**src/rtl/cts_pkg.sv**
```systemverilog
// Package with register layout, reset values and carriers for the core thermal status block
package cts_pkg;

   // Register indices on the register port
   localparam logic [0:0] CTS_IDX_STATUS  = 1'h0;
   localparam logic [0:0] CTS_IDX_CONTROL = 1'h1;

   // Status field positions
   localparam int CTS_ST_HOT       = 0;
   localparam int CTS_ST_HOT_LOG   = 1;
   localparam int CTS_ST_EXT       = 2;
   localparam int CTS_ST_EXT_LOG   = 3;
   localparam int CTS_ST_CRIT      = 4;
   localparam int CTS_ST_CRIT_LOG  = 5;
   localparam int CTS_ST_THR1      = 6;
   localparam int CTS_ST_THR1_LOG  = 7;
   localparam int CTS_ST_THR2      = 8;
   localparam int CTS_ST_THR2_LOG  = 9;
   localparam int CTS_ST_PWR       = 10;
   localparam int CTS_ST_PWR_LOG   = 11;
   localparam int CTS_ST_READ_LSB  = 16;
   localparam int CTS_ST_RES_LSB   = 27;
   localparam int CTS_ST_VALID     = 31;

   // Control field positions
   localparam int CTS_CT_HI_EN     = 0;
   localparam int CTS_CT_LO_EN     = 1;
   localparam int CTS_CT_EXTHOT_EN = 2;
   localparam int CTS_CT_FPR_EN    = 3;
   localparam int CTS_CT_CRIT_EN   = 4;
   localparam int CTS_CT_THR1_LSB  = 8;
   localparam int CTS_CT_THR1_EN   = 15;
   localparam int CTS_CT_THR2_LSB  = 16;
   localparam int CTS_CT_THR2_EN   = 23;
   localparam int CTS_CT_PLN_EN    = 24;

   // Sticky log bit mask and control writable mask
   localparam logic [31:0] CTS_LOG_MASK   = 32'h0000_0aaa;
   localparam logic [31:0] CTS_CTRL_MASK  = 32'h01ff_ff1f;
   localparam logic [31:0] CTS_CTRL_RESET = 32'h0000_0000;
   localparam logic [11:0] CTS_LOG_RESET  = 12'h000;
   localparam logic [6:0]  CTS_READ_RESET = 7'h00;

   // Samples taken from the sensor and platform pins
   typedef struct packed {
      logic       hot;
      logic       ext_hot;
      logic       forced_power_reduction_input;
      logic       crit;
      logic       below_req;
      logic       valid;
      logic [6:0] readout;
   } cts_sense_t;

   // Register port request
   typedef struct packed {
      logic        wr;
      logic [0:0]  idx;
      logic [31:0] wdata;
   } cts_req_t;

endpackage : cts_pkg

```
**src/rtl/cts_sync.sv**
```systemverilog
// Two-flop synchroniser bank for asynchronous sensor and pin inputs
`timescale 1ns/1ps
module cts_sync
   import cts_pkg::*;
#(
   parameter int W = 13
) (
   input  wire logic         i_sys_clk,
   input  wire logic         i_rst_n,
   input  wire logic         i_ce,
   input  wire logic [W-1:0] i_async,
   output logic      [W-1:0] o_sync
);
   logic [W-1:0] meta_reg;

   always_ff @(posedge i_sys_clk or negedge i_rst_n) begin
      if (!i_rst_n) begin
         meta_reg <= '0;
         o_sync   <= '0;
      end else if (i_ce) begin
         meta_reg <= i_async;
         o_sync   <= meta_reg;
      end
   end
endmodule : cts_sync

```
**src/rtl/cts_core.sv**
```systemverilog
// Per-core thermal sensor status and interrupt-control registers
`timescale 1ns/1ps
module cts_core
   import cts_pkg::*;
#(
   parameter logic       PWR_NOTIFY_SUPPORTED = 1'b1,
   parameter logic [3:0] SENSOR_RESOLUTION    = 4'h1
) (
   input  wire logic        i_sys_clk,
   input  wire logic        i_rst_n,
   input  wire logic        i_ce,
   input  wire logic        i_hot,
   input  wire logic        i_ext_hot,
   input  wire logic        i_forced_power_reduction_input,
   input  wire logic        i_bidir_hot_en,
   input  wire logic        i_crit,
   input  wire logic        i_below_req,
   input  wire logic        i_readout_valid,
   input  wire logic [6:0]  i_readout,
   input  wire logic        i_req_valid,
   input  wire logic        i_req_wr,
   input  wire logic        i_req_idx,
   input  wire logic [31:0] i_req_wdata,
   output logic      [31:0] o_rdata,
   output logic             o_rvalid,
   output logic             o_thermal_irq
);

   localparam int SW = $bits(cts_sense_t);

   cts_sense_t sense_raw;
   cts_sense_t sense;
   cts_sense_t prev_reg;
   cts_req_t   req;
   logic [SW-1:0] sense_bits;
   logic          bidir_meta_reg;
   logic          bidir_reg;
   cts_sense_t    sense_f;
   logic [7:0]    rd_last_reg;
   logic [7:0]    rd_hold_reg;

   logic [31:0] ctrl_reg;
   logic [11:0] log_reg;
   logic [11:0] log_next;
   logic [11:0] cur;
   logic [11:0] prev_cur;
   logic [31:0] status;
   logic        irq_next;
   logic        status_wr;

   // Readout at or below a threshold means a hotter-or-equal reading
   function automatic logic at_or_above(input logic [6:0] rd, input logic [6:0] thr);
      at_or_above = (rd <= thr);
   endfunction : at_or_above

   // Current-state view of the status low bits, logs left zero
   function automatic logic [11:0] cur_bits(input cts_sense_t s, input logic [31:0] c,
                                            input logic bidir);
      logic [11:0] v;
      v = '0;
      v[CTS_ST_HOT]  = s.hot;
      v[CTS_ST_EXT]  = (s.ext_hot & bidir) | s.forced_power_reduction_input;
      v[CTS_ST_CRIT] = s.crit;
      v[CTS_ST_THR1] = s.valid & at_or_above(s.readout, c[CTS_CT_THR1_LSB +: 7]);
      v[CTS_ST_THR2] = s.valid & at_or_above(s.readout, c[CTS_CT_THR2_LSB +: 7]);
      v[CTS_ST_PWR]  = s.below_req & PWR_NOTIFY_SUPPORTED;
      cur_bits = v;
   endfunction : cur_bits

   assign sense_raw = '{hot: i_hot, ext_hot: i_ext_hot,
                        forced_power_reduction_input: i_forced_power_reduction_input,
                        crit: i_crit, below_req: i_below_req, valid: i_readout_valid,
                        readout: i_readout};
   assign req = '{wr: i_req_wr, idx: i_req_idx, wdata: i_req_wdata};

   cts_sync #(.W(SW)) u_sync (
      .i_sys_clk (i_sys_clk),
      .i_rst_n   (i_rst_n),
      .i_ce      (i_ce),
      .i_async   (sense_raw),
      .o_sync    (sense_bits)
   );
   assign sense = cts_sense_t'(sense_bits);

   // Strap-like bidirectional hot enable also arrives from outside
   always_ff @(posedge i_sys_clk or negedge i_rst_n) begin
      if (!i_rst_n) begin
         bidir_meta_reg <= 1'b0;
         bidir_reg      <= 1'b0;
      end else if (i_ce) begin
         bidir_meta_reg <= i_bidir_hot_en;
         bidir_reg      <= bidir_meta_reg;
      end
   end

   // Readout word is taken only once two synced samples agree, so a word caught
   // mid-change in the per-bit synchronisers never reaches status or thresholds
   always_ff @(posedge i_sys_clk or negedge i_rst_n) begin
      if (!i_rst_n) begin
         rd_last_reg <= {1'b0, CTS_READ_RESET};
         rd_hold_reg <= {1'b0, CTS_READ_RESET};
      end else if (i_ce) begin
         rd_last_reg <= {sense.valid, sense.readout};
         if ({sense.valid, sense.readout} == rd_last_reg) begin
            rd_hold_reg <= rd_last_reg;
         end
      end
   end

   always_comb begin
      sense_f         = sense;
      sense_f.valid   = rd_hold_reg[7];
      sense_f.readout = rd_hold_reg[6:0];
   end

   assign cur       = cur_bits(sense_f, ctrl_reg, bidir_reg);
   assign prev_cur  = cur_bits(prev_reg, ctrl_reg, bidir_reg);
   assign status_wr = i_req_valid && req.wr && (req.idx == CTS_IDX_STATUS);

   assign status = {sense_f.valid,
                    SENSOR_RESOLUTION,
                    4'h0,
                    sense_f.valid ? sense_f.readout : CTS_READ_RESET,
                    4'h0,
                    (cur & ~CTS_LOG_MASK[11:0]) | log_reg};

   // Control register: reserved bits stay zero
   always_ff @(posedge i_sys_clk or negedge i_rst_n) begin
      if (!i_rst_n) begin
         ctrl_reg <= CTS_CTRL_RESET;
      end else if (i_ce && i_req_valid && req.wr && (req.idx == CTS_IDX_CONTROL)) begin
         ctrl_reg <= req.wdata & CTS_CTRL_MASK;
      end
   end

   // Sticky logs: set wins over a same-cycle zero-write clear
   always_comb begin
      log_next = log_reg;
      if (status_wr) begin
         log_next = log_reg & (req.wdata[11:0] | ~CTS_LOG_MASK[11:0]);
      end
      log_next[CTS_ST_HOT_LOG]  = log_next[CTS_ST_HOT_LOG]  | cur[CTS_ST_HOT];
      log_next[CTS_ST_EXT_LOG]  = log_next[CTS_ST_EXT_LOG]  | cur[CTS_ST_EXT];
      log_next[CTS_ST_CRIT_LOG] = log_next[CTS_ST_CRIT_LOG] | cur[CTS_ST_CRIT];
      log_next[CTS_ST_THR1_LOG] = log_next[CTS_ST_THR1_LOG] | cur[CTS_ST_THR1];
      log_next[CTS_ST_THR2_LOG] = log_next[CTS_ST_THR2_LOG] | cur[CTS_ST_THR2];
      log_next[CTS_ST_PWR_LOG]  = log_next[CTS_ST_PWR_LOG]  | cur[CTS_ST_PWR];
      log_next = log_next & CTS_LOG_MASK[11:0];
   end

   always_ff @(posedge i_sys_clk or negedge i_rst_n) begin
      if (!i_rst_n) begin
         log_reg <= CTS_LOG_RESET;
      end else if (i_ce) begin
         log_reg <= log_next;
      end
   end

   // Previous sample for edge detection of interrupt events
   always_ff @(posedge i_sys_clk or negedge i_rst_n) begin
      if (!i_rst_n) begin
         prev_reg <= '0;
      end else if (i_ce) begin
         prev_reg <= sense_f;
      end
   end

   // Event combining onto the single thermal interrupt
   always_comb begin
      irq_next = 1'b0;
      if (ctrl_reg[CTS_CT_HI_EN] && cur[CTS_ST_HOT] && !prev_cur[CTS_ST_HOT]) begin
         irq_next = 1'b1;
      end
      if (ctrl_reg[CTS_CT_LO_EN] && !cur[CTS_ST_HOT] && prev_cur[CTS_ST_HOT]) begin
         irq_next = 1'b1;
      end
      if (ctrl_reg[CTS_CT_EXTHOT_EN] && bidir_reg && sense.ext_hot && !prev_reg.ext_hot) begin
         irq_next = 1'b1;
      end
      if (ctrl_reg[CTS_CT_FPR_EN] && sense.forced_power_reduction_input
          && !prev_reg.forced_power_reduction_input) begin
         irq_next = 1'b1;
      end
      if (ctrl_reg[CTS_CT_CRIT_EN] && cur[CTS_ST_CRIT] && !prev_cur[CTS_ST_CRIT]) begin
         irq_next = 1'b1;
      end
      if (ctrl_reg[CTS_CT_THR1_EN] && (cur[CTS_ST_THR1] != prev_cur[CTS_ST_THR1])) begin
         irq_next = 1'b1;
      end
      if (ctrl_reg[CTS_CT_THR2_EN] && (cur[CTS_ST_THR2] != prev_cur[CTS_ST_THR2])) begin
         irq_next = 1'b1;
      end
      if (PWR_NOTIFY_SUPPORTED && ctrl_reg[CTS_CT_PLN_EN]
          && cur[CTS_ST_PWR] && !prev_cur[CTS_ST_PWR]) begin
         irq_next = 1'b1;
      end
   end

   always_ff @(posedge i_sys_clk or negedge i_rst_n) begin
      if (!i_rst_n) begin
         o_thermal_irq <= 1'b0;
      end else if (i_ce) begin
         o_thermal_irq <= irq_next;
      end
   end

   // Register read port, answered one cycle after the request
   always_ff @(posedge i_sys_clk or negedge i_rst_n) begin
      if (!i_rst_n) begin
         o_rdata  <= '0;
         o_rvalid <= 1'b0;
      end else if (i_ce) begin
         o_rvalid <= i_req_valid;
         if (i_req_valid && !req.wr) begin
            o_rdata <= (req.idx == CTS_IDX_STATUS) ? status : ctrl_reg;
         end
      end
   end

endmodule : cts_core

```
**config.mk**
```make
export PLATFORM = sky130hd
export DESIGN_NAME = cts_core
export DESIGN_NICKNAME = d
export VERILOG_FILES = /design/src/rtl/cts_pkg.sv /design/src/rtl/cts_sync.sv /design/src/rtl/cts_core.sv
export SDC_FILE = /design/constraint.sdc
export NUM_CORES = 1
export LEC_CHECK = 0
export ABC_AREA = 1
export BUFFER_PORTS_ARGS = -buffer_cell sky130_fd_sc_hd__buf_2
export CORE_MARGIN = 2
export CORE_UTILIZATION = 55
export DETAILED_ROUTE_END_ITERATION = 10
export GPL_TIMING_DRIVEN = 0
export PLACE_DENSITY = 0.84
export SLEW_MARGIN = 20
export SYNTH_ARGS = -nofsm -noshare
export SYNTH_HDL_FRONTEND = slang
export SYNTH_SLANG_ARGS = --single-unit
```
**constraint.sdc**
```tcl
create_clock -name i_sys_clk -period 3.22 [get_ports i_sys_clk]
set_input_delay 0.322 -clock i_sys_clk [delete_from_list [all_inputs] [get_ports i_sys_clk]]
set_output_delay 0.322 -clock i_sys_clk [all_outputs]
set_load 0.01 [all_outputs]
```
==> summary.md <==
* status: finished, final reports clean
* routability congestion estimate: 1.055
* Die Height: 102.7 um
* netlist area before placement: 0.005363 sq mm
* DP HPWL: 9431 um
* primary flip-flop cell chosen by synthesis mapping: sky130_fd_sc_hd__dfrtp_1
* Detailed Route WL: 13600 um
* Die Footprint: 0.01056 sq mm
* Avg Inst Size Synth: 8.820 sq um
* final worst path period share: 62.79%
* antenna-violating nets left: 0
* via count normalized by instance count: 5.467
* final setup vio count: 0
* vias in the first global route: 4503
* CTS Sinks: 114
* fin. max-slew vios: 0
* maximum operating frequency: 494.6 MHz
* post-route DRC violation count: 0
* number of gates resized after CTS: 0
* most used cell, CP: sky130_fd_sc_hd__nand2_1
* Net count, final: 788
* power density over the cells: 754.4 mW/mm^2
* most common cell after layout, fill and taps aside: sky130_fd_sc_hd__nand2_1
* clk_lat worst skew: 520 ps
* starting density of the core: 55.63%
* Global Route Usage Sum: 27.47%
* slowest stage delay, CP: 360 ps
* Worst R2R Path Depth: 12
* unique cell type count in the Yosys netlist: 34
* cts bufs inserted: 17
* global route overflow: 0
* count of final hold-check violations: 0
* number of core rows: 36
* number of synthesized flops with an enable pin: 0
* Final Power: 4.944 mW
* smallest setup slack after layout: 1198 ps
* Die W: 102.7 um
* max-cap violations: 0
* crit path max fanout: 4
* Crit. End Element: flop
* unrepaired setup endpoints after global routing: false
* Max H-tree Level: 4
* kind of critical path: flop to flop
* Leak: 3.402 nW
* series of cell instances along the critical path: inv_1 > ha_1 > nand2_1 > inv_1 > a21oi_1 > nand2_1 > a21oi_1 > nand2_1 > nand3_1 > nand3_1 > nand2_1 > inv_1
* number of cells on the worst hold path: 3
* Worst-Margin Slew: 637.6 ps
* clock tree from TritonCTS: built
* number of violations reported at the end of detailed-routing iteration 0: 280
* minimum period implied by the final worst setup slack: 2022 ps
* Setup Slack @ Placement: 1358 ps
* via count: 4663
* Area Overhead vs Synth: 22.21%
* Peak VDD IR: 0.4489 mV
* routed wirelength normalized by instance count: 15.94 um
* layout cell share with drive strength beyond 1: 18.75%
* I/O pin total: 86
* Min-Delay Path Class: input pin to flop
* highest-delay cell along the critical path: sky130_fd_sc_hd__dfrtp_1
* number of storage elements in the synthesis netlist: 114
* data required time of the worst path: 3630 ps
* initial antenna violation count: 0
* number of warning messages in the yosys log: 0
* Detailed Routing Iterations Pass 1: 6
* arrival time worst endpoint: 2430 ps
* category of the worst setup path launch point: flop
* Max-Slew Margin vs Limit: 57.49%
* flip-flop count of the largest register after layout: 27
* number of port buffers: 70
* final setup skew: 8.012 ps
* setup TNS: 0 ps
* core region area: 0.009639 sq mm
* sequential fraction of the synthesis area: 53.20%
* most used cells in the layout excluding fill and tap cells: 188 x sky130_fd_sc_hd__nand2_1, 114 x sky130_fd_sc_hd__dfrtp_1, 76 x sky130_fd_sc_hd__buf_2
* clock buffer depth: 2
* pin count of the biggest net entering global routing: 62
* first-pass GRT wire length: 21760 um
* Mapped Cells: 608
* # diodes: 0
* clock input transition at the sequential cells of the worst setup and hold paths: 60 ps
* clock tree root buffer cell: sky130_fd_sc_hd__clkbuf_8
* async set-or-reset flop fraction in the synthesized netlist: 100.0%
==> repair_timing <==
| action | CTS | global route |
|---|---|---|
| endpoints found under the hold margin | 56 | 2 |
| buffers inserted | 0 | 0 |
| hold buffers | 4 | 2 |
==> final timing paths <==
check | start | to | slack (ps)
max | ctrl_reg[21] | o_thermal_irq | 1200
min | i_readout[1] | u_sync.meta_reg[1] | 5
max reg2reg | ctrl_reg[21] | o_thermal_irq | 1200
min reg2reg | u_sync.meta_reg[6] | u_sync.meta_reg[6] | 470
max in group asynchronous | i_rst_n | prev_cur[4] | 2240
min in group asynchronous | i_rst_n | ctrl_reg[12] | 330
==> cell usage after synthesis (5+ instances only) <==
library cell / n / area share, %
sky130_fd_sc_hd__nand3_1: 18 / 1.7
sky130_fd_sc_hd__inv_1: 58 / 4.1
sky130_fd_sc_hd__buf_4: 7 / 0.98
sky130_fd_sc_hd__a21oi_1: 34 / 3.2
sky130_fd_sc_hd__nand2_1: 188 / 13
sky130_fd_sc_hd__o31ai_1: 5 / 0.70
sky130_fd_sc_hd__o22ai_1: 5 / 0.58
sky130_fd_sc_hd__mux2_4: 5 / 1.4
sky130_fd_sc_hd__nor2_1: 35 / 2.4
sky130_fd_sc_hd__buf_2: 7 / 0.65
sky130_fd_sc_hd__o211ai_1: 6 / 0.84
sky130_fd_sc_hd__dfrtp_1: 114 / 53
sky130_fd_sc_hd__o21ai_0: 48 / 4.5
sky130_fd_sc_hd__a31oi_1: 7 / 0.82
sky130_fd_sc_hd__ha_1: 28 / 6.5
sky130_fd_sc_hd__clkbuf_1: 11 / 0.77
sky130_fd_sc_hd__nand4_1: 5 / 0.58
==> area by class of cell <==
type | instances | area, sq um
buffer | 28 | 162.7
clock buffer | 18 | 427.9
clock inverter | 13 | 137.6
fill | 744 | 3085
inverter | 61 | 231.5
multi-input combinational | 409 | 2131
sequential | 114 | 2853
tap | 133 | 166.4
timing repair buffer | 77 | 444.2
==> layer usage <==
layer  routed length, um  share of wire, %  global-route usage, %  vias up
li1                    -                 -                      -     2170
met1                5297                39                  34.44     2190
met2                6463                48                  44.39      251
met3                1244               9.1                  7.458       52
met4                 592               4.4                  13.36        0
met5                   0                 0                      0        -
==> worst max-delay path, delay by kind of cell, from the launching register on <==
family          cells  cell delay, ps
simple gates        6             590
compound gates      2             440
flops               1             360
buf+inv             3             270
fa+ha+maj           1             260
==> cell families (layout without fill, tap and decap cells) <==
kind of cell / count (synthesis) / in the layout / share of synthesized area (%)
AND/OR/NAND/NOR: 258 / 258 / 19.67
flip-flops: 114 / 114 / 53.20
AO/OA/AOI/OAI: 111 / 111 / 11.46
buffers and inverters: 89 / 197 / 7.350
adder cells (fa/ha/maj): 28 / 28 / 6.533
multiplexers: 5 / 5 / 1.400
XOR/XNOR: 2 / 2 / 0.3267
other: 1 / 5 / 0.06993
==> metrics by stage <==
| stage | instance area [sq um] | utilization [%] | instances | hold WS (ps) |
|---|---|---|---|---|
| final | 6554 | 67.99 | 853 | 4.918 |
| after global routing | 6554 | 67.99 | 853 | 8.992 |
| after CTS | 6534 | 67.78 | 851 | 0.6631 |
| after detailed placement | 5928 | 61.50 | 816 | 299.8 |
| after global placement | 5894 | 61.15 | 815 | 453.8 |
| after floorplan | 5378 | - | 612 | 26.41 |
==> power by group <==
part           switching [mW]  internal [mW]
clock                   0.661           1.11
combinational           0.728          0.474
sequential              0.242           1.73
total                    1.63           3.31
Power figures use the tool's default switching activity.
